[config.mk]
export PLATFORM = sky130hd
export DESIGN_NAME = sbs_core
export DESIGN_NICKNAME = d
export VERILOG_FILES = /design/src/hw/sbs_sync.v /design/src/hw/sbs_rx_buffer.v /design/src/hw/sbs_core.v
export VERILOG_INCLUDE_DIRS = /design/src /design/src/hw
export SDC_FILE = /design/constraint.sdc
export NUM_CORES = 1
export LEC_CHECK = 0
export BUFFER_PORTS_ARGS = -buffer_cell sky130_fd_sc_hd__buf_4
export CAP_MARGIN = 20
export CELL_PAD_IN_SITES_DETAIL_PLACEMENT = 1
export CELL_PAD_IN_SITES_GLOBAL_PLACEMENT = 1
export CORE_MARGIN = 2
export CORE_UTILIZATION = 45
export CTS_BUF_LIST = sky130_fd_sc_hd__clkbuf_2 sky130_fd_sc_hd__clkbuf_4 sky130_fd_sc_hd__clkbuf_8
export DETAILED_ROUTE_END_ITERATION = 10
export PLACE_DENSITY = 0.8
export SLEW_MARGIN = 40
export SYNTH_ARGS = -nofsm -noshare
export SYNTH_HDL_FRONTEND = slang
export SYNTH_SLANG_ARGS = --single-unit
[constraint.sdc]
create_clock -name core_clk -period 3.6 [get_ports core_clk]
set_input_delay 0.9 -clock core_clk [delete_from_list [all_inputs] [get_ports core_clk]]
set_output_delay 0.9 -clock core_clk [all_outputs]
set_load 0.05 [all_outputs]
[src/hw/sbs_regs.vh]
// constants shared by the byte shifter: control fields, status fields, divider half periods
// assumes inclusion by bare name from files under hw/
`ifndef SBS_REGS_VH
`define SBS_REGS_VH

// ****************************************
// control word fields and reset value
// ****************************************
`define SBS_CTRL_RESET        8'h00
`define SBS_CTRL_IRQ_EN       7
`define SBS_CTRL_ENABLE       6
`define SBS_CTRL_LSB_FIRST    5
`define SBS_CTRL_CONTROLLER   4
`define SBS_CTRL_IDLE_LVL     3
`define SBS_CTRL_PHASE        2
`define SBS_CTRL_RATE_HI      1
`define SBS_CTRL_RATE_LO      0

// ****************************************
// status word fields
// ****************************************
`define SBS_STAT_DONE         7
`define SBS_STAT_WRITE_COLLISION_FLAG         6
`define SBS_STAT_DOUBLE       0

// ****************************************
// sck half periods in core clocks (divisor / 2)
// ****************************************
`define SBS_HALF_DIV4         7'h02
`define SBS_HALF_DIV16        7'h08
`define SBS_HALF_DIV64        7'h20
`define SBS_HALF_DIV128       7'h40
`define SBS_HALF_DIV2         7'h01
`define SBS_HALF_DIV8         7'h04
`define SBS_HALF_DIV32        7'h10
`define SBS_HALF_DIV64X       7'h20

// ****************************************
// byte framing
// ****************************************
`define SBS_LAST_SAMPLE       4'h7
`define SBS_LAST_EDGE         5'h0f
`define SBS_SYNC_RESET        4'h8

`endif

[src/hw/sbs_sync.v]
// two-flop synchroniser for a group of pin inputs
// assumes each bit is an independent level from outside the core clock domain
`timescale 1ns/1ns
module sbs_sync #(
   parameter             WIDTH = 4,
   parameter [WIDTH-1:0] INIT  = {WIDTH{1'b0}}
) (
   // clock and reset
   input  wire             core_clk,
   input  wire             rstn,
   // levels
   input  wire [WIDTH-1:0] asyncIn,
   output wire [WIDTH-1:0] syncOut
);

   genvar i;
   generate
      for (i = 0; i < WIDTH; i = i + 1) begin : g_bit
         reg meta_q;
         reg sync_q;
         // the first flop feeds only the second
         always @(posedge core_clk or negedge rstn) begin
            if (!rstn) begin
               meta_q <= INIT[i];
               sync_q <= INIT[i];
            end else begin
               meta_q <= asyncIn[i];
               sync_q <= meta_q;
            end
         end
         assign syncOut[i] = sync_q;
      end
   endgenerate

endmodule // sbs_sync

[src/hw/sbs_rx_buffer.v]
// small receive buffer with valid/ready on both sides
// assumes a single clock; dropOld lets a full buffer discard its oldest entry
`timescale 1ns/1ns
module sbs_rx_buffer #(
   parameter WIDTH = 8,
   parameter AW    = 1
) (
   // clock and reset
   input  wire             core_clk,
   input  wire             rstn,
   // fill side
   input  wire             inValid,
   output wire             inReady,
   input  wire [WIDTH-1:0] inData,
   input  wire             dropOld,
   // drain side
   output wire             outValid,
   input  wire             outReady,
   output wire [WIDTH-1:0] outData
);

   localparam DEPTH = 1 << AW;

   reg [WIDTH-1:0] mem_q [0:DEPTH-1];
   reg [AW-1:0]    rdPtr_q;
   reg [AW-1:0]    wrPtr_q;
   reg [AW:0]      count_q;

   wire full   = (count_q == DEPTH[AW:0]);
   wire push   = inValid & (~full | dropOld);
   // overwrite on a full buffer costs the oldest entry, as a double buffer would
   wire pop    = (outValid & outReady) | (inValid & full & dropOld);

   assign inReady  = ~full;
   assign outValid = (count_q != {(AW+1){1'b0}});
   assign outData  = mem_q[rdPtr_q];

   integer k;
   always @(posedge core_clk or negedge rstn) begin
      if (!rstn) begin
         for (k = 0; k < DEPTH; k = k + 1)
            mem_q[k] <= {WIDTH{1'b0}};
         rdPtr_q <= {AW{1'b0}};
         wrPtr_q <= {AW{1'b0}};
         count_q <= {(AW+1){1'b0}};
      end else begin
         if (push) begin
            mem_q[wrPtr_q] <= inData;
            wrPtr_q        <= wrPtr_q + 1'b1;
         end
         if (pop)
            rdPtr_q <= rdPtr_q + 1'b1;
         if (push & ~pop)
            count_q <= count_q + 1'b1;
         else if (pop & ~push)
            count_q <= count_q - 1'b1;
      end
   end

endmodule // sbs_rx_buffer

[src/hw/sbs_core.v]
// byte-wide serial shifter, controller or target, with transfer-done and collision flags
// assumes software strobes are one-cycle pulses on core_clk; pins arrive asynchronously
`timescale 1ns/1ns
`include "sbs_regs.vh"

// What this block does
// RL1: data write in controller mode starts clocking
// RL2: after one byte stop clock, set done
// RL3: done flag with enable raises interrupt
// RL4: software asserts select before controller transfers
// RL5: select low opens transfer, sck exchanges bytes
// RL6: controller-to-target on mosi, back on miso
// RL7: next byte by write, or select high
// RL8: target deselected: idle, miso released, sck ignored
// RL9: target accepts writes deselected, shifts when selected
// RL10: target sets done after full byte
// RL11: received byte kept in receive buffer
// RL12: transmit single buffered until shift completes
// RL13: in target mode the oldest of two unread received bytes is lost on the next byte
// RL14: external sck phases exceed two core clocks
// RL15: enabled unit forces pin directions per mode
// RL16: selectable lsb-first or msb-first order
// RL17: write during transfer sets collision flag
// RL18: idle level and phase give four modes
// RL19: controller sck divides by 4..128, doubled
// RL20: target select rise resets shifting logic
// RL21: select input low drops controller mode
// RL22: status read then data access clears flags
module sbs_core (
   // clock and reset
   input  wire       core_clk,
   input  wire       rstn,
   // control word
   input  wire       ctrlWr,
   input  wire [7:0] ctrlWdata,
   output wire [7:0] serialControlReg,
   input  wire       doubleRate,
   // data access
   input  wire       wrData,
   input  wire [7:0] wrByte,
   input  wire       rdData,
   output wire [7:0] rxData,
   output wire       rxValid,
   input  wire       rdStatus,
   output wire [7:0] serialStatusReg,
   output wire       transferIrq,
   // user pin directions and select level
   input  wire       userMosiOe,
   input  wire       userMisoOe,
   input  wire       userSckOe,
   input  wire       userSsOe,
   input  wire       userSsLevel,
   // serial pins
   input  wire       sckIn,
   output wire       sckOut,
   output wire       sckOe,
   input  wire       mosiIn,
   output wire       mosiOut,
   output wire       mosiOe,
   input  wire       misoIn,
   output wire       misoOut,
   output wire       misoOe,
   input  wire       ssnIn,
   output wire       ssnOut,
   output wire       ssnOe
);

   // ****************************************
   // state
   // ****************************************
   localparam ST_IDLE = 3'b001;
   localparam ST_WAIT = 3'b010;
   localparam ST_RUN  = 3'b100;

   reg [7:0] ctrl_q;
   reg [7:0] ctrl_d;
   reg       done_q;
   reg       write_collision_flag_q;
   reg       seen_q;
   reg [7:0] sh_q;
   reg [7:0] sh_d;
   reg       mo_q;
   reg       mo_d;
   reg [3:0] sampleCnt_q;
   reg [3:0] sampleCnt_d;
   reg [4:0] edgeCnt_q;
   reg [4:0] edgeCnt_d;
   reg [2:0] state_q;
   reg [2:0] state_d;
   reg       sck_q;
   reg       sck_d;
   reg [6:0] halfCnt_q;
   reg [6:0] halfCnt_d;
   reg [6:0] halfLen;
   reg       sckPrev_q;
   reg       ssPrev_q;

   // ****************************************
   // pin synchronisers
   // ****************************************
   wire [3:0] pinSync;

   sbs_sync #(
      .WIDTH (4),
      .INIT  (`SBS_SYNC_RESET)
   ) u_sync (
      .core_clk (core_clk),
      .rstn     (rstn),
      .asyncIn  ({ssnIn, sckIn, mosiIn, misoIn}),
      .syncOut  (pinSync)
   );

   wire ssnS  = pinSync[3];
   wire sckS  = pinSync[2];
   wire mosiS = pinSync[1];
   wire misoS = pinSync[0];

   // ****************************************
   // decode
   // ****************************************
   wire en    = ctrl_q[`SBS_CTRL_ENABLE];
   wire ctl   = ctrl_q[`SBS_CTRL_CONTROLLER];
   wire clock_idle_level  = ctrl_q[`SBS_CTRL_IDLE_LVL];
   wire clock_sample_phase  = ctrl_q[`SBS_CTRL_PHASE];
   wire lsb   = ctrl_q[`SBS_CTRL_LSB_FIRST];
   wire irqEn = ctrl_q[`SBS_CTRL_IRQ_EN];

   wire running = (state_q == ST_RUN);
   wire pending = (state_q == ST_WAIT);

   wire outBit = lsb ? sh_q[0] : sh_q[7];                                 // RL16
   wire inBit  = ctl ? misoS : mosiS;                                     // RL6
   wire [7:0] shIn = lsb ? {inBit, sh_q[7:1]} : {sh_q[6:0], inBit};       // RL16

   wire tgtActive = en & ~ctl & ~ssnS;                                     // RL8
   // target edges come from the synchronised sck, hence the two-clock phase limit
   wire tgtEdge   = tgtActive & (sckS != sckPrev_q);                      // RL14
   wire tgtLead   = (sckS != clock_idle_level);
   wire tick      = running & (halfCnt_q == 7'h00);
   wire ctlLead   = (sck_q == clock_idle_level);
   wire edgeNow   = tick | tgtEdge;
   wire leadNow   = ctl ? ctlLead : tgtLead;
   wire sampleNow = edgeNow & (leadNow ^ clock_sample_phase);                           // RL18
   wire setupNow  = edgeNow & ~(leadNow ^ clock_sample_phase);                          // RL18

   wire ssFault   = en & ctl & ~userSsOe & ~ssnS;                          // RL21
   wire ssRise    = en & ~ctl & ssnS & ~ssPrev_q;                          // RL20
   wire tgtDone   = tgtActive & sampleNow & (sampleCnt_q == `SBS_LAST_SAMPLE);
   wire ctlDone   = tick & (edgeCnt_q == `SBS_LAST_EDGE);                 // RL2
   wire byteDone  = tgtDone | ctlDone;                                    // RL10

   wire busy      = running | pending | (tgtActive & (sampleCnt_q != 4'h0));
   wire wrOk      = wrData & ~busy;                                       // RL12
   wire wrColl    = wrData & busy & en;                                   // RL17
   wire clrFlags  = seen_q & (wrData | rdData);                           // RL22

   // ****************************************
   // receive buffer
   // ****************************************
   wire rxInReady;
   wire [7:0] rxPush = sampleNow ? shIn : sh_q;

   sbs_rx_buffer #(
      .WIDTH (8),
      .AW    (1)
   ) u_rxbuf (
      .core_clk (core_clk),
      .rstn     (rstn),
      .inValid  (byteDone),                                               // RL11
      .inReady  (rxInReady),
      .inData   (rxPush),
      .dropOld  (~ctl),                                                   // RL13
      .outValid (rxValid),
      .outReady (rdData),
      .outData  (rxData)
   );

   // ****************************************
   // divider select
   // ****************************************
   always @* begin
      case ({doubleRate, ctrl_q[`SBS_CTRL_RATE_HI], ctrl_q[`SBS_CTRL_RATE_LO]})  // RL19
         3'h0:    halfLen = `SBS_HALF_DIV4;
         3'h1:    halfLen = `SBS_HALF_DIV16;
         3'h2:    halfLen = `SBS_HALF_DIV64;
         3'h3:    halfLen = `SBS_HALF_DIV128;
         3'h4:    halfLen = `SBS_HALF_DIV2;
         3'h5:    halfLen = `SBS_HALF_DIV8;
         3'h6:    halfLen = `SBS_HALF_DIV32;
         default: halfLen = `SBS_HALF_DIV64X;
      endcase
   end

   // ****************************************
   // control word
   // ****************************************
   always @* begin
      ctrl_d = ctrlWr ? ctrlWdata : ctrl_q;
      // a foreign controller pulling select low wins over a software write
      if (ssFault)
         ctrl_d[`SBS_CTRL_CONTROLLER] = 1'b0;                             // RL21
   end

   // ****************************************
   // shifter and controller sequencing
   // ****************************************
   always @* begin
      state_d     = state_q;
      sh_d        = sh_q;
      mo_d        = mo_q;
      sampleCnt_d = sampleCnt_q;
      edgeCnt_d   = edgeCnt_q;
      sck_d       = sck_q;
      halfCnt_d   = halfCnt_q;
      if (wrOk) begin
         sh_d = wrByte;                                                   // RL9
         mo_d = lsb ? wrByte[0] : wrByte[7];
      end
      case (state_q)
         ST_IDLE: begin
            sck_d = clock_idle_level;
            if (wrOk & en & ctl)
               state_d = ST_WAIT;                                         // RL1 RL7
         end
         ST_WAIT: begin
            // holding off the start keeps a full receive buffer from losing a byte
            if (~en | ~ctl | ssFault) begin
               state_d = ST_IDLE;
            end else if (rxInReady) begin
               state_d   = ST_RUN;                                        // RL1
               halfCnt_d = halfLen - 7'h01;
               edgeCnt_d = 5'h00;
            end
         end
         ST_RUN: begin
            if (~en | ~ctl | ssFault) begin
               state_d = ST_IDLE;
               sck_d   = clock_idle_level;
            end else if (tick) begin
               sck_d     = ~sck_q;
               halfCnt_d = halfLen - 7'h01;
               edgeCnt_d = edgeCnt_q + 5'h01;
               if (ctlDone) begin
                  state_d = ST_IDLE;                                      // RL2
                  sck_d   = clock_idle_level;
               end
            end else begin
               halfCnt_d = halfCnt_q - 7'h01;
            end
         end
         default: begin
            state_d = ST_IDLE;
         end
      endcase
      if (sampleNow) begin
         sh_d        = shIn;                                              // RL5
         sampleCnt_d = sampleCnt_q + 4'h1;
      end
      if (setupNow)
         mo_d = outBit;                                                   // RL18
      if (tgtDone)
         sampleCnt_d = 4'h0;                                              // RL10
      if (~tgtActive & ~running) begin
         // deselected target drops any partial byte and ignores sck
         sampleCnt_d = 4'h0;                                              // RL20
         if (~ctl & ~wrOk)
            mo_d = outBit;
      end
      if (ssRise)
         sampleCnt_d = 4'h0;                                              // RL20
   end

   // ****************************************
   // registers
   // ****************************************
   always @(posedge core_clk or negedge rstn) begin
      if (!rstn) begin
         ctrl_q      <= `SBS_CTRL_RESET;
         done_q      <= 1'b0;
         write_collision_flag_q      <= 1'b0;
         seen_q      <= 1'b0;
         sh_q        <= 8'h00;
         mo_q        <= 1'b0;
         sampleCnt_q <= 4'h0;
         edgeCnt_q   <= 5'h00;
         state_q     <= ST_IDLE;
         sck_q       <= 1'b0;
         halfCnt_q   <= 7'h00;
         sckPrev_q   <= 1'b0;
         ssPrev_q    <= 1'b1;
      end else begin
         ctrl_q      <= ctrl_d;
         sh_q        <= sh_d;
         mo_q        <= mo_d;
         sampleCnt_q <= sampleCnt_d;
         edgeCnt_q   <= edgeCnt_d;
         state_q     <= state_d;
         sck_q       <= sck_d;
         halfCnt_q   <= halfCnt_d;
         sckPrev_q   <= sckS;
         ssPrev_q    <= ssnS;
         // hardware sets win over the software clear in the same cycle
         done_q      <= (en & (byteDone | ssFault)) | (done_q & ~clrFlags);  // RL2
         write_collision_flag_q      <= wrColl | (write_collision_flag_q & ~clrFlags);                     // RL17
         if (rdStatus & (done_q | write_collision_flag_q))
            seen_q <= 1'b1;                                               // RL22
         else if (clrFlags)
            seen_q <= 1'b0;
      end
   end

   // ****************************************
   // outputs
   // ****************************************
   assign serialControlReg = ctrl_q;
   assign serialStatusReg  = {done_q, write_collision_flag_q, 5'h00, doubleRate};
   assign transferIrq      = done_q & irqEn;                              // RL3

   assign sckOut  = sck_q;
   assign mosiOut = mo_q;                                                 // RL6
   assign misoOut = mo_q;                                                 // RL6
   // select is never driven by the shifter, only by the user level
   assign ssnOut  = userSsLevel;                                          // RL4

   assign sckOe   = userSckOe  & ~(en & ~ctl);                            // RL15
   assign mosiOe  = userMosiOe & ~(en & ~ctl);                            // RL15
   assign ssnOe   = userSsOe   & ~(en & ~ctl);                            // RL15
   assign misoOe  = userMisoOe & ~(en & ctl) & ~(en & ~ctl & ssnS);       // RL8

endmodule // sbs_core

# Word level (Yosys, flattened, before mapping)
# Cells that the tools add are included.
# Widths: inputs -> output; s select.
# totals
input_bits,32
reg_bits,70
output_inout_bits,34
wordCells,199
# op_classes
n_lt_le_gt_ge,3
n_reduce_logical,16
n_addsub,8
bitwise,73
n_eq_ne,22
mux,50
# op_table
op,count
$mux 8,8
$pmux 7 s6,1
$and 1x1->1,39
$mux 7,4
$mux 5,5
$mux 3,6
$not 1->1,18
$bwmux 16,1
$mux 4,4
$mux 1,14
$pmux 7 s2,1
$reduce_bool 2->1,7
$sub 7x1->7 const B,2
$or 1x1->1,13
$eq 3x3->1 const B,4
$pmux 5 s2,1
$pmux 3 s3,1
$demux 8 s1,1
$ne 2x2->1 const B,4
$reduce_and 4->1,2
$reduce_bool 4->1,2
$logic_not 7->1,1
$eq 3x1->1 const B,2
$eq 3x2->1 const B,2
23 further kinds,29

# Longest topological paths before layout
# Gate-level depths: netlist of run 1.
# logic_depth
word_depth,15
depth_mapped,11

# Modules after synthesis
# A second synthesis of run 1 with hierarchy kept.
# hier_totals
cells_unflattened,372
hier_area_um2,4046.4
# modules_own_cells
module,area_each_um2,cells_each,instances,seq_area_each_um2
sbs_core,2905.3,299,1,1053.5
sbs_rx_buffer,908.4,61,1,500.5
sbs_sync,232.7,12,1,202.7

# Worst setup path before layout of run 1
# OpenSTA, ideal clock, no wires.
# synth_path
path_type,register to register
from,"register ctrl_q[6], in the netlist serialControlReg[6]"
to,register u_rxbuf.mem_q[9] (netlist name)
n_path_buf,2
setup_ns,0.125
setup_slack_ns,0.946
stages_incl_launch_ff,8
required_ns,3.475
arrival_time_ns,2.529
path_cell_list,dfrtp_1 buf_4 or3b_1 nor2_1 o211a_1 buf_6 mux2_2 mux2_2
# synth_via
elab_chain_cells,9
# synth_lines
item,line,rtl
"start, declared",sbs_core.v:75,reg [7:0] ctrl_q;
"start signal, assigned",sbs_core.v:278,ctrl_q <= `SBS_CTRL_RESET;
"start signal, assigned",sbs_core.v:292,ctrl_q <= ctrl_d;
$and 1x1->1 (*) (2 in series),sbs_core.v:135,wire tgtActive = en & ~ctl & ~ssnS;
$and 1x1->1,sbs_core.v:137,wire tgtEdge = tgtActive & (sckS != sckPrev_q);
$or 1x1->1,sbs_core.v:141,wire edgeNow = tick | tgtEdge;
$and 1x1->1,sbs_core.v:143,wire sampleNow = edgeNow & (leadNow ^ clock_sample_phase);
$and 1x1->1 (2 in series),sbs_core.v:148,wire tgtDone = tgtActive & sampleNow & (sampleCnt_q == `SBS_LAST_SAMPLE);
$or 1x1->1,sbs_core.v:150,wire byteDone = tgtDone | ctlDone;
$and 1x1->1,sbs_rx_buffer.v:30,wire push = inValid & (~full | dropOld);
"end signal, assigned by index",sbs_rx_buffer.v:42,mem_q[k] <= {WIDTH{1'b0}};
"end signal, assigned by index",sbs_rx_buffer.v:48,mem_q[wrPtr_q] <= inData;
"end, declared",sbs_rx_buffer.v:24,reg [WIDTH-1:0] mem_q [0:DEPTH-1];
# Mark *: on every way between the ends. The rest lies on a longest branch, timed or not.
# A chain may end at the register's enable or synchronous reset.

# Final worst setup path of run 1
# layout_path
from,register halfCnt_q[0]
to,register u_rxbuf.mem_q[8] (netlist name)
# layout_via
elab_chain_cells,8
# layout_lines
item,line,rtl
"start, declared",sbs_core.v:92,reg [6:0] halfCnt_q;
"start signal, assigned",sbs_core.v:299,halfCnt_q <= halfCnt_d;
$logic_not 7->1 (*),sbs_core.v:139,wire tick = running & (halfCnt_q == 7'h00);
$and 1x1->1 (*),sbs_core.v:139,
$or 1x1->1,sbs_core.v:141,
$and 1x1->1,sbs_core.v:143,
$and 1x1->1 (2 in series),sbs_core.v:148,
$or 1x1->1,sbs_core.v:150,
$and 1x1->1,sbs_rx_buffer.v:30,
# Marks and branches as above.

==> summary.md, run 1 <==
| Metric | Value |
|---|---|
| Critical path's most frequent cell | mux2_2 |
| Routed WL | 9.77 mm |
| Total grt overflow | 0 |
| Final worst-path cycle share | 79.0% |
| Slew HR | 57.9% |
| Placed Instances | 514 |
| Post-synthesis sequential area ratio | 45.2% |
| Share of cells above drive strength 1 | 34.1% |
| Ys Warns | 0 |
| Gates resized, CTS repair | 0 |
| Syn Area/Cell | 10.5 um^2 |
| CP Cell Sequence | inv_1, ha_1, or3b_1, nor3_4, o211a_1, mux2_2, mux2_2 |
| # rows | 33 |
| DP Area | 4350 um^2 |
| Reg2reg setup slack | 0.76 ns |
| DR iter-0 viols | 126 |
| Die height | 96.9 um |
| Inserted Clock Buffers | 9 |
| RSZ-0062 raised after global routing | false |
| Worst endpoint required time | 3.84 ns |
| Routed len/inst | 18.4 um |
| Worst-Margin Slew | 0.631 ns |
| Critical Path Sink | u_rxbuf.mem_q[8]$_DFFE_PN0P_ |
| Primary FF master, synth | dfrtp_1 |
| Num ports | 66 |
| First-pass GRT wire length | 16.6 mm |
| Max-Cap Viols | 0 |
| Clk slew on worst S/H paths | 0.09 ns |
| Final setup TNS | 0 ns |
| Endpoints failing setup | 0 |
| Status | finished, final reports clean |
| # nets final | 460 |
| Largest stage delay on the critical path | 0.53 ns |
| Drt via density | 5.59 |
| Pwr dens | 507 nW/um^2 |
| Hold_buf cts | 0 |
| Worst-path maximum fanout | 12 |
| Worst Hold Margin | 0.355 ns |
| PortBufs | 58 |
| Synth-to-Final Area Change | 16.7% |
| Flops & latches, synth | 70 |
| CTS root buffer | clkbuf_8 |
| Crit start category | flop |
| Clock Latency Late Sink | 0.36 ns |
| Reg2reg path depth | 7 |
| Post-route cell area | 4540 um^2 |
| Post-synth cell types | 56 |
| Mapped Cells | 369 |
| Final Hold Viols | 0 |
| Top layer in use | met4 |
| # diodes | 0 |
| Largest net degree at the start of global routing | 71 |
| Detailed-route via count | 2,964 |
| Hpwl dp | 7.22 mm |
| Max VDD drop | 0.346 mV |
| Fill count | 911 |
| Drt pass-1 iters | 4 |
| Final Wtd Congestion | 0.860 |
| DR WL met2 | 4.80 mm |
| Worst r2r src | halfCnt_q[0]$_DFFE_PN0P_ |
| Finished Layout Cells | 530 |
| GRT Util Overall | 21.9% |
| Fmax | 352 MHz |
| Vias in the first global route | 3,138 |
| Antenna violations before repair | 0 |
| Routed wl met3 | 366 um |
| CTS H-tree depth | 3 |
| CP startpoint | halfCnt_q[0]$_DFFE_PN0P_ |
| Register area | 1760 um^2 |
| Wl on met1 | 4.48 mm |
| P_leak | 2.06 nW |
| Layout Skew | 0.0147 ns |
| Hold WC Path Type | flop to flop |
| Crit-path slowest cell | o211a_1 |
| Worst r2r dst | u_rxbuf.mem_q[8]$_DFFE_PN0P_ |
| Critical Path AT | 3.08 ns |
| Tmin final | 2.84 ns |
| Multi-input gate area | 1950 um^2 |
| Initial Util | 46.8% |
| Post-synth EDFFs | 0 |
| Mapped cell area | 3890 um^2 |
| DRC violations left | 0 |
| Clk buf depth | 2 |
| Core box area | 8300 um^2 |
| Slew Limit Fails | 0 |
| Setup Buffers After CTS | 0 |
| Ys async rst share | 100% |
| Die Footprint | 9400 um^2 |
| Crit Path Category | flop to flop |
| Clk sinks | 70 |
| DIE WIDTH | 96.9 um |
| Critical Path End Type | flop |
| Post-DRT Antenna Nets | 0 |
| CTS tree | done |
cells by family after synthesis:
| kind of cell | after synthesis | synth area share, % |
|---|---|---|
| buffers and inverters | 38 | 5.09 |
| adder cells (fa/ha/maj) | 8 | 2.58 |
| AO/OA/AOI/OAI | 81 | 13.9 |
| other | 1 | 0.0965 |
| AND/OR/NAND/NOR | 99 | 13.4 |
| multiplexers | 61 | 17.3 |
| flip-flops | 70 | 45.2 |
| XOR/XNOR | 11 | 2.48 |
worst min path at each step:
stage / from / end / slack, ns / cells past startpoint
after floorplan: u_sync.g_bit[0].meta_q$_DFF_PN0_ / u_sync.g_bit[0].sync_q$_DFF_PN0_ / 0.33 / 0
after global placement: u_sync.g_bit[0].meta_q$_DFF_PN0_ / u_sync.g_bit[0].sync_q$_DFF_PN0_ / 0.34 / 0
after detailed placement: u_sync.g_bit[2].meta_q$_DFF_PN0_ / u_sync.g_bit[2].sync_q$_DFF_PN0_ / 0.34 / 0
after CTS: u_sync.g_bit[3].meta_q$_DFF_PN1_ / u_sync.g_bit[3].sync_q$_DFF_PN1_ / 0.35 / 0
after global routing: u_sync.g_bit[3].meta_q$_DFF_PN1_ / u_sync.g_bit[3].sync_q$_DFF_PN1_ / 0.36 / 0
final: u_sync.g_bit[1].meta_q$_DFF_PN0_ / u_sync.g_bit[1].sync_q$_DFF_PN0_ / 0.36 / 0
cell type report:
| cell class | instances | share of cell area [%] |
|---|---|---|
| Multi-Input combinational cell | 265 | 43.0 |
| Clock buffer | 9 | 2.73 |
| Timing Repair Buffer | 63 | 10.5 |
| Inverter | 11 | 0.910 |
| Sequential cell | 70 | 38.7 |
| Clock inverter | 7 | 1.21 |
| Tap cell | 105 | 2.90 |
routing by layer:
metal,global-route usage [%],vias up
met2,36.3,77
met1,29.4,1478
met4,5.20,0
met3,4.62,10
met5,0,-
li1,-,1399
power by group:
group	internal, mW	total (mW)	leakage (nW)	switching, mW
logic	0.278	0.681	1.08	0.404
clock network	0.257	0.583	0.0866	0.327
registers	0.884	1.03	0.887	0.151
total	1.42	2.30	2.06	0.881
flip-flops by register name (all words and copies together), names as in the netlist, 2 cells and up:
signal / cells
serialControlReg: 8
sampleCnt_q: 4
state_q: 3
u_rxbuf.count_q: 2
u_sync.g_bit.meta_q: 4
sh_q: 8
halfCnt_q: 7
edgeCnt_q: 5
u_rxbuf.mem_q: 16
u_sync.g_bit.sync_q: 4
layout by cell type, fill, tap and decap left out, types with 2 or more instances in the layout:
| cell type | Yosys | final |
|---|---|---|
| a211oi_1 | 2 | 2 |
| a21oi_1 | 16 | 15 |
| a21oi_2 | 1 | 2 |
| a22o_1 | 4 | 4 |
| a32o_1 | 3 | 3 |
| and2_1 | 6 | 6 |
| and2_2 | 2 | 2 |
| buf_4 | 11 | 62 |
| clkbuf_8 | 0 | 9 |
| clkinvlp_4 | 0 | 2 |
| conb_1 | 1 | 5 |
| dfrtp_1 | 66 | 66 |
| dfstp_2 | 4 | 4 |
| ha_1 | 8 | 8 |
| inv_1 | 11 | 11 |
| inv_6 | 0 | 3 |
| mux2_2 | 48 | 48 |
| mux2i_1 | 13 | 13 |
| nand2_1 | 23 | 23 |
| nand2b_1 | 8 | 8 |
| nand3_1 | 4 | 4 |
| nor2_1 | 27 | 27 |
| nor3_1 | 4 | 4 |
| nor3b_1 | 4 | 4 |
| o211a_1 | 2 | 2 |
| o211ai_1 | 4 | 4 |
| o21ai_0 | 30 | 30 |
| o22ai_1 | 3 | 3 |
| o31ai_1 | 2 | 2 |
| or3_1 | 7 | 7 |
| or3_2 | 2 | 2 |
| or3b_1 | 3 | 3 |
| or4_1 | 2 | 2 |
| xnor2_1 | 9 | 9 |
| xor2_1 | 2 | 2 |
per-stage QoR:
step	utilization [%]	total power, mW	worst slack, ns
after floorplan	-	1.52	0.946
after global placement	52.4	1.69	0.879
after detailed placement	52.4	1.73	0.799
after CTS	54.6	2.32	0.756
after global routing	54.7	2.44	0.564
final	54.7	2.30	0.757
critical path, delay by kind of cell, from the launching register on:
kind                       cells  cell delay, ns
AOI/OAI and AO/OA              1            0.53
adders and majority gates      1            0.15
buffers and inverters          1            0.11
DFF                            1            0.39
muxes                          2            0.70
and+or+nand+nor                2            0.83
synth_stat cells, drive strengths merged (4+ instances only):
cell type | number | share of area (%)
o211ai | 5 | 1.1
xnor2 | 9 | 2.0
dfrtp | 66 | 42
dfstp | 4 | 2.7
nand3 | 4 | 0.52
mux2 | 48 | 14
mux2i | 13 | 3.3
a21oi | 17 | 2.3
o21ai | 31 | 4.1
nor2 | 27 | 2.6
or3 | 9 | 1.5
nand2b | 8 | 1.3
nor3b | 4 | 0.77
clkbuf | 10 | 0.97
a22o | 4 | 0.90
nor3 | 6 | 1.2
nand2 | 23 | 2.2
ha | 8 | 2.6
buf | 17 | 3.1
and2 | 8 | 1.4
inv | 11 | 1.1
(Power assumes the default switching activity.)
==> run 2, diff against run 1 <==
- clock period: 3.6 -> 2.65 ns (I/O delays scaled with it)
==> summary.md, run 2 (synthesis results as in run 1) <==
| Metric | Value |
|---|---|
| Status | finished, final reports clean (unchanged) |
| Max-Cap Viols | 0 (unchanged) |
| Critical Path AT | 2.76 ns (was 3.08 ns) |
| Antenna violations before repair | 0 (unchanged) |
| Tmin final | 2.48 ns (was 2.84 ns) |
| Post-DRT Antenna Nets | 0 (unchanged) |
| Slew Limit Fails | 0 (unchanged) |
| Die height | 96.9 um (unchanged) |
| Worst r2r dst | u_rxbuf.count_q[1]$_DFFE_PN0P_ (was u_rxbuf.mem_q[8]$_DFFE_PN0P_) |
| Die Footprint | 9400 um^2 (unchanged) |
| Max VDD drop | 0.367 mV (was 0.346 mV) |
| Reg2reg path depth | 10 (was 7) |
| Hpwl dp | 7.28 mm (was 7.22 mm) |
| Core box area | 8300 um^2 (unchanged) |
| Total grt overflow | 0 (unchanged) |
| Max reg flops | 16 (unchanged) |
| GRT Util Overall | 22.0% (was 21.9%) |
| CTS root buffer | clkbuf_8 (unchanged) |
| Pwr dens | 684 nW/um^2 (was 507 nW/um^2) |
| # nets final | 473 (was 460) |
| Worst-path maximum fanout | 5 (was 12) |
| DRC violations left | 0 (unchanged) |
| Vias in the first global route | 3,311 (was 3,138) |
| Initial Util | 46.8% (unchanged) |
| Detailed-route via count | 3,045 (was 2,964) |
| Tot Pwr | 3.22 mW (was 2.30 mW) |
| Clk sinks | 70 (unchanged) |
| Final worst-path cycle share | 93.5% (was 79.0%) |
| Final Hold Viols | 0 (unchanged) |
| Multi-input gate area | 1960 um^2 (was 1950 um^2) |
| Layout Skew | 0.0129 ns (was 0.0147 ns) |
| Num ports | 66 (unchanged) |
| # diodes | 0 (unchanged) |
| Routed len/inst | 18.4 um (about the same) |
| Drt via density | 5.61 (was 5.59) |
| Finished Layout Cells | 543 (was 530) |
| Biggest register | u_rxbuf.mem_q (unchanged) |
| # rows | 33 (unchanged) |
| Placed Instances | 525 (was 514) |
| CTS H-tree depth | 3 (unchanged) |
| Critical Path End Type | flop (unchanged) |
| First-pass GRT wire length | 16.6 mm (about the same) |
| Drt pass-1 iters | 5 (was 4) |
| Critical Path Sink | u_rxbuf.count_q[1]$_DFFE_PN0P_ (was u_rxbuf.mem_q[8]$_DFFE_PN0P_) |
| Largest net degree at the start of global routing | 41 (was 71) |
| Worst endpoint required time | 2.94 ns (was 3.84 ns) |
| CP startpoint | halfCnt_q[1]$_DFFE_PN0P_ (was halfCnt_q[0]$_DFFE_PN0P_) |
| Clock Latency Late Sink | 0.37 ns (was 0.36 ns) |
| Worst-Margin Slew | 0.570 ns (was 0.631 ns) |
| Post-route cell area | 4700 um^2 (was 4540 um^2) |
| CTS tree | done (unchanged) |
| Clk buf depth | 2 (unchanged) |
| Routed WL | 9.97 mm (was 9.77 mm) |
| Register area | 1760 um^2 (about the same) |
| DP Area | 4480 um^2 (was 4350 um^2) |
| Hold_buf cts | 0 (unchanged) |
| Crit Path Category | flop to flop (unchanged) |
| Slew HR | 62.0% (was 57.9%) |
| Commonest non-fill, non-tap cell in the layout | buf_4 (was dfrtp_1) |
| Hold WC Path Type | primary input to asynchronous set/reset pin (was flop to flop) |
| Fmax | 404 MHz (was 352 MHz) |
| Fill count | 939 (was 911) |
| Synth-to-Final Area Change | 21.1% (was 16.7%) |
| Crit start category | flop (unchanged) |
| Reg2reg setup slack | 0.17 ns (was 0.76 ns) |
| Inserted Clock Buffers | 9 (unchanged) |
| DIE WIDTH | 96.9 um (unchanged) |
| Most frequent cells in the layout | 71 x buf_4, 65 x dfrtp_1, 48 x mux2_2 (was 66 x dfrtp_1, 62 x buf_4, 48 x mux2_2) |
| DR iter-0 viols | 132 (was 126) |
| Worst r2r src | halfCnt_q[1]$_DFFE_PN0P_ (was halfCnt_q[0]$_DFFE_PN0P_) |
| PortBufs | 58 (unchanged) |
| Final Wtd Congestion | 0.834 (was 0.860) |
| P_leak | 2.14 nW (was 2.06 nW) |
| Share of cells above drive strength 1 | 37.4% (was 34.1%) |
| Endpoints failing setup | 0 (unchanged) |
| Clk slew on worst S/H paths | 0.09 ns (about the same) |
==> run 2: timing repair <==
| item | CTS | global route |
|---|---|---|
| pin swaps | 0 | 2 |
| buffers inserted | 0 | 2 |
| resized for setup | 1 | 6 |
| endpoints found under the setup margin | 1 | 1 |
==> run 2: worst min-delay path by stage <==
stage	start	to	slack [ns]	cells past startpoint
after global routing	rstn	u_rxbuf.mem_q[2]$_DFFE_PN0P_	0.32	1
after CTS	rstn	sampleCnt_q[1]$_DFFE_PN0P_	0.31	1
after global placement	u_sync.g_bit[2].meta_q$_DFF_PN0_	u_sync.g_bit[2].sync_q$_DFF_PN0_	0.33	0
final	rstn	edgeCnt_q[3]$_DFFE_PN0P_	0.29	1
after detailed placement	u_sync.g_bit[2].meta_q$_DFF_PN0_	u_sync.g_bit[2].sync_q$_DFF_PN0_	0.35	0
after floorplan	u_sync.g_bit[0].meta_q$_DFF_PN0_	u_sync.g_bit[0].sync_q$_DFF_PN0_	0.33	0
==> run 2: area by class of cell <==
cell class / count / area share [%]
Clock buffer: 9 / 2.63
Clock inverter: 7 / 1.36
Inverter: 11 / 0.878
Multi-Input combinational cell: 265 / 41.7
Sequential cell: 70 / 37.4
Tap cell: 105 / 2.79
Timing Repair Buffer: 76 / 13.3
==> run 2: where the power goes <==
| part | internal (mW) | total [mW] | switching, mW |
|---|---|---|---|
| Clock | 0.360 | 0.845 | 0.485 |
| Sequential | 1.20 | 1.40 | 0.201 |
| Combinational | 0.401 | 0.973 | 0.572 |
==> run 2: worst max-delay path, stage by stage, from the launching register on <==
cell and delay [ns]:
dfrtp_1 0.42, inv_2 0.08, ha_1 0.14, or3b_4 0.42, nor2_2 0.15, nand3_2 0.19
a31o_2 0.33, ha_1 0.21, xor2_1 0.15, nor2_1 0.14, xor2_1 0.16
==> run 2: per-layer routing <==
metal,share of wire (%),GRT usage (%)
met5,0,0
met4,1.6,6.61
met3,5.1,5.27
met2,47,34.9
met1,46,29.9
==> run 2: per-stage QoR <==
| stage | setup slack [ns] | util (%) | TNS (ns) | hold WS, ns |
|---|---|---|---|---|
| 2_1_floorplan | 0.138 | - | 0 | 0.331 |
| 3_5_place_dp | 0.00285 | 54.0 | 0 | 0.346 |
| 4_1_cts | 0.000926 | 56.3 | 0 | 0.305 |
| 6_report | 0.174 | 56.7 | 0 | 0.287 |
| 5_1_grt | -0.0157 | 56.7 | -0.0157 | 0.320 |
| 3_3_place_gp | 0.152 | 54.0 | 0 | 0.332 |
==> run 3, diff against run 2 <==
- BUFFER_PORTS_ARGS: -buffer_cell sky130_fd_sc_hd__buf_4 -> not set
- CORE_ASPECT_RATIO: not set -> 1.1
- CORE_UTILIZATION: 45 -> 50
- DONT_BUFFER_PORTS: not set -> 1
- GPL_TIMING_DRIVEN: not set -> 0
- PLACE_DENSITY: 0.8 -> 0.79
==> summary.md, run 3 (synthesis results as in run 1) <==
| Metric | Value |
|---|---|
| First-pass GRT wire length | 15.6 mm (was 16.6 mm) |
| Fmax | 388 MHz (was 404 MHz) |
| Largest net degree at the start of global routing | 55 (was 41) |
| Core box area | 7510 um^2 (was 8300 um^2) |
| Worst Hold Margin | 0.128 ns (was 0.287 ns) |
| Detailed-route via count | 2,905 (was 3,045) |
| Clk buf depth | 2 (unchanged) |
| Final Wtd Congestion | 0.814 (was 0.834) |
| Final setup TNS | 0 ns (unchanged) |
| Critical Path AT | 2.86 ns (was 2.76 ns) |
| Worst-path maximum fanout | 6 (was 5) |
| Worst r2r dst | u_rxbuf.count_q[1]$_DFFE_PN0P_ (unchanged) |
| Most frequent cells in the layout | 63 x dfrtp_1, 48 x mux2_2, 28 x o21ai_0 (was 71 x buf_4, 65 x dfrtp_1, 48 x mux2_2) |
| Critical Path End Type | flop (unchanged) |
| CTS H-tree depth | 3 (unchanged) |
| Layout Skew | 0.0144 ns (was 0.0129 ns) |
| Antenna violations before repair | 0 (unchanged) |
| CTS tree | done (unchanged) |
| Worst endpoint required time | 2.93 ns (was 2.94 ns) |
| P_leak | 1.92 nW (was 2.14 nW) |
| # nets final | 432 (was 473) |
| Die height | 96.5 um (was 96.9 um) |
| Reg2reg setup slack | 0.07 ns (was 0.17 ns) |
| Status | finished, final reports clean (unchanged) |
| Buf/Inv on CP | 1 (unchanged) |
| Worst-Margin Slew | 0.649 ns (was 0.570 ns) |
| Die Footprint | 8490 um^2 (was 9400 um^2) |
| Slew Limit Fails | 0 (unchanged) |
| Tmin final | 2.58 ns (was 2.48 ns) |
| CP Cell Sequence | buf_6, or3b_4, nor3_4, nand3_4, a31o_4, ha_4, xor2_1, nor2_1, xor2_1 (was inv_2, ha_1, or3b_4, nor2_2, nand3_2, a31o_2, ha_1, xor2_1, nor2_1, xor2_1) |
| Drt via density | 5.79 (was 5.61) |
| Crit-path slowest cell | dfrtp_2 (was dfrtp_1) |
| Initial Util | 51.7% (was 46.8%) |
| Clk sinks | 70 (unchanged) |
| Critical path's most frequent cell | xor2_1 |
| # diodes | 0 (unchanged) |
| Final worst-path cycle share | 97.3% (was 93.5%) |
| Slew HR | 56.7% (was 62.0%) |
| DR iter-0 viols | 107 (was 132) |
| Max reg flops | 16 (unchanged) |
| GRT Util Overall | 24.9% (was 22.0%) |
| Final Hold Viols | 0 (unchanged) |
| Max VDD drop | 0.376 mV (was 0.367 mV) |
| Vias in the first global route | 2,992 (was 3,311) |
| Clk slew on worst S/H paths | 0.08 ns (was 0.09 ns) |
| Share of cells above drive strength 1 | 30.2% (was 37.4%) |
| Max-Cap Viols | 0 (unchanged) |
| Synth-to-Final Area Change | 13.7% (was 21.1%) |
| CTS root buffer | clkbuf_8 (unchanged) |
| Place WS | -0.298 ns (was 0.00285 ns) |
| Worst r2r src | serialControlReg[6]$_DFFE_PN0P_ (was halfCnt_q[1]$_DFFE_PN0P_) |
| Clock Latency Late Sink | 0.36 ns (was 0.37 ns) |
| Num ports | 66 (unchanged) |
| # rows | 33 (unchanged) |
| Drt pass-1 iters | 4 (was 5) |
| Inserted Clock Buffers | 9 (unchanged) |
| DRC violations left | 0 (unchanged) |
| Crit Path Category | flop to flop (unchanged) |
| Hold WC Path Type | primary input to asynchronous set/reset pin (unchanged) |
| Post-DRT Antenna Nets | 0 (unchanged) |
| Routed len/inst | 19.6 um (was 18.4 um) |
| Crit start category | flop (unchanged) |
| Total grt overflow | 0 (unchanged) |
| Routed WL | 9.86 mm (was 9.97 mm) |
| Biggest register | u_rxbuf.mem_q (unchanged) |
| Endpoints failing setup | 0 (unchanged) |
| Pwr dens | 718 nW/um^2 (was 684 nW/um^2) |
| Commonest non-fill, non-tap cell in the layout | dfrtp_1 (was buf_4) |
| RSZ-0062 raised after global routing | true |
| PortBufs | 0 (was 58) |
| Setup ws final | 0.0706 ns (was 0.174 ns) |
| Reg2reg path depth | 9 (was 10) |
| Largest stage delay on the critical path | 0.53 ns (was 0.42 ns) |
| Worst path top cell family by delay | simple AND/OR/NAND/NOR gates (unchanged) |
| DIE WIDTH | 88.1 um (was 96.9 um) |
| Hpwl dp | 6.65 mm (was 7.28 mm) |
-- run 3: changes by cell type in the layout (fill, tap and decap cells not counted), moves of 3 or more --
cell,before,now
buf_4,71,16
buf_2,0,5
buf_12,4,1
clkbuf_1,0,7
-- run 3: routing by layer --
metal  track usage, %  part of all wire, %  vias to the layer above
li1                 -                    -                     1353
met1             31.5                   43                     1471
met2             41.4                   50                       63
met3             5.01                  4.0                       18
met4             11.4                  2.4                        0
met5                0                    0                        -
-- run 3: worst max path at each step --
stage / start / endpoint / cells after the start / slack (ns)
after floorplan: serialControlReg[6]$_DFFE_PN0P_ / u_rxbuf.mem_q[9]$_DFFE_PN0P_ / 7 / 0.14
after global placement: serialControlReg[6]$_DFFE_PN0P_ / u_rxbuf.mem_q[0]$_DFFE_PN0P_ / 6 / -0.25
after detailed placement: serialControlReg[6]$_DFFE_PN0P_ / u_rxbuf.mem_q[7]$_DFFE_PN0P_ / 6 / -0.30
after CTS: serialControlReg[4]$_DFFE_PN0P_ / halfCnt_q[6]$_DFFE_PN0P_ / 7 / 0.009
after global routing: serialControlReg[6]$_DFFE_PN0P_ / u_rxbuf.count_q[1]$_DFFE_PN0P_ / 9 / -0.04
final: serialControlReg[6]$_DFFE_PN0P_ / u_rxbuf.count_q[1]$_DFFE_PN0P_ / 9 / 0.07
-- run 3: final cells by class --
type | instances | area [um^2]
clock inverters | 6 | 63.8
plain buffers | 26 | 159
multi-input cells | 265 | 2030
inverters | 11 | 41.3
clock buffers | 10 | 131
repair buffers | 9 | 103
flip-flops and latches | 70 | 1760
fillers | 833 | 3090
well taps | 105 | 131
-- run 3: worst register-to-register path, delay by kind of cell (launching register included) --
family | cells | cell delay, ns
adder cells (fa/ha/maj) | 1 | 0.15
XOR/XNOR | 2 | 0.29
AO/OA/AOI/OAI | 1 | 0.31
buffers and inverters | 1 | 0.18
flip-flops | 1 | 0.53
AND/OR/NAND/NOR | 4 | 1.05
-- run 3: power breakdown --
part	total (mW)	leakage, nW	internal (mW)	switching, mW
Sequential	1.42	0.884	1.20	0.221
Combinational	0.880	0.938	0.341	0.539
Clock	0.874	0.0957	0.443	0.431
-- run 3: per-stage QoR --
step	area (um^2)	cells	util [%]	power [mW]
2_1_floorplan	3900	373	-	2.07
6_report	4420	502	58.8	3.18
3_5_place_dp	4030	478	53.7	2.25
3_3_place_gp	4030	478	53.7	2.21
5_1_grt	4420	502	58.8	3.33
4_1_cts	4350	499	57.9	3.16
-- run 3: what timing repair did --
item / CTS / global route
setup buffers: 3 / 4
hold endpoints to repair: 54 / 0
setup endpoints to repair: 34 / 24
resized for setup: 12 / 12
pin swaps: 3 / 5
hold buffers: 2 / 0
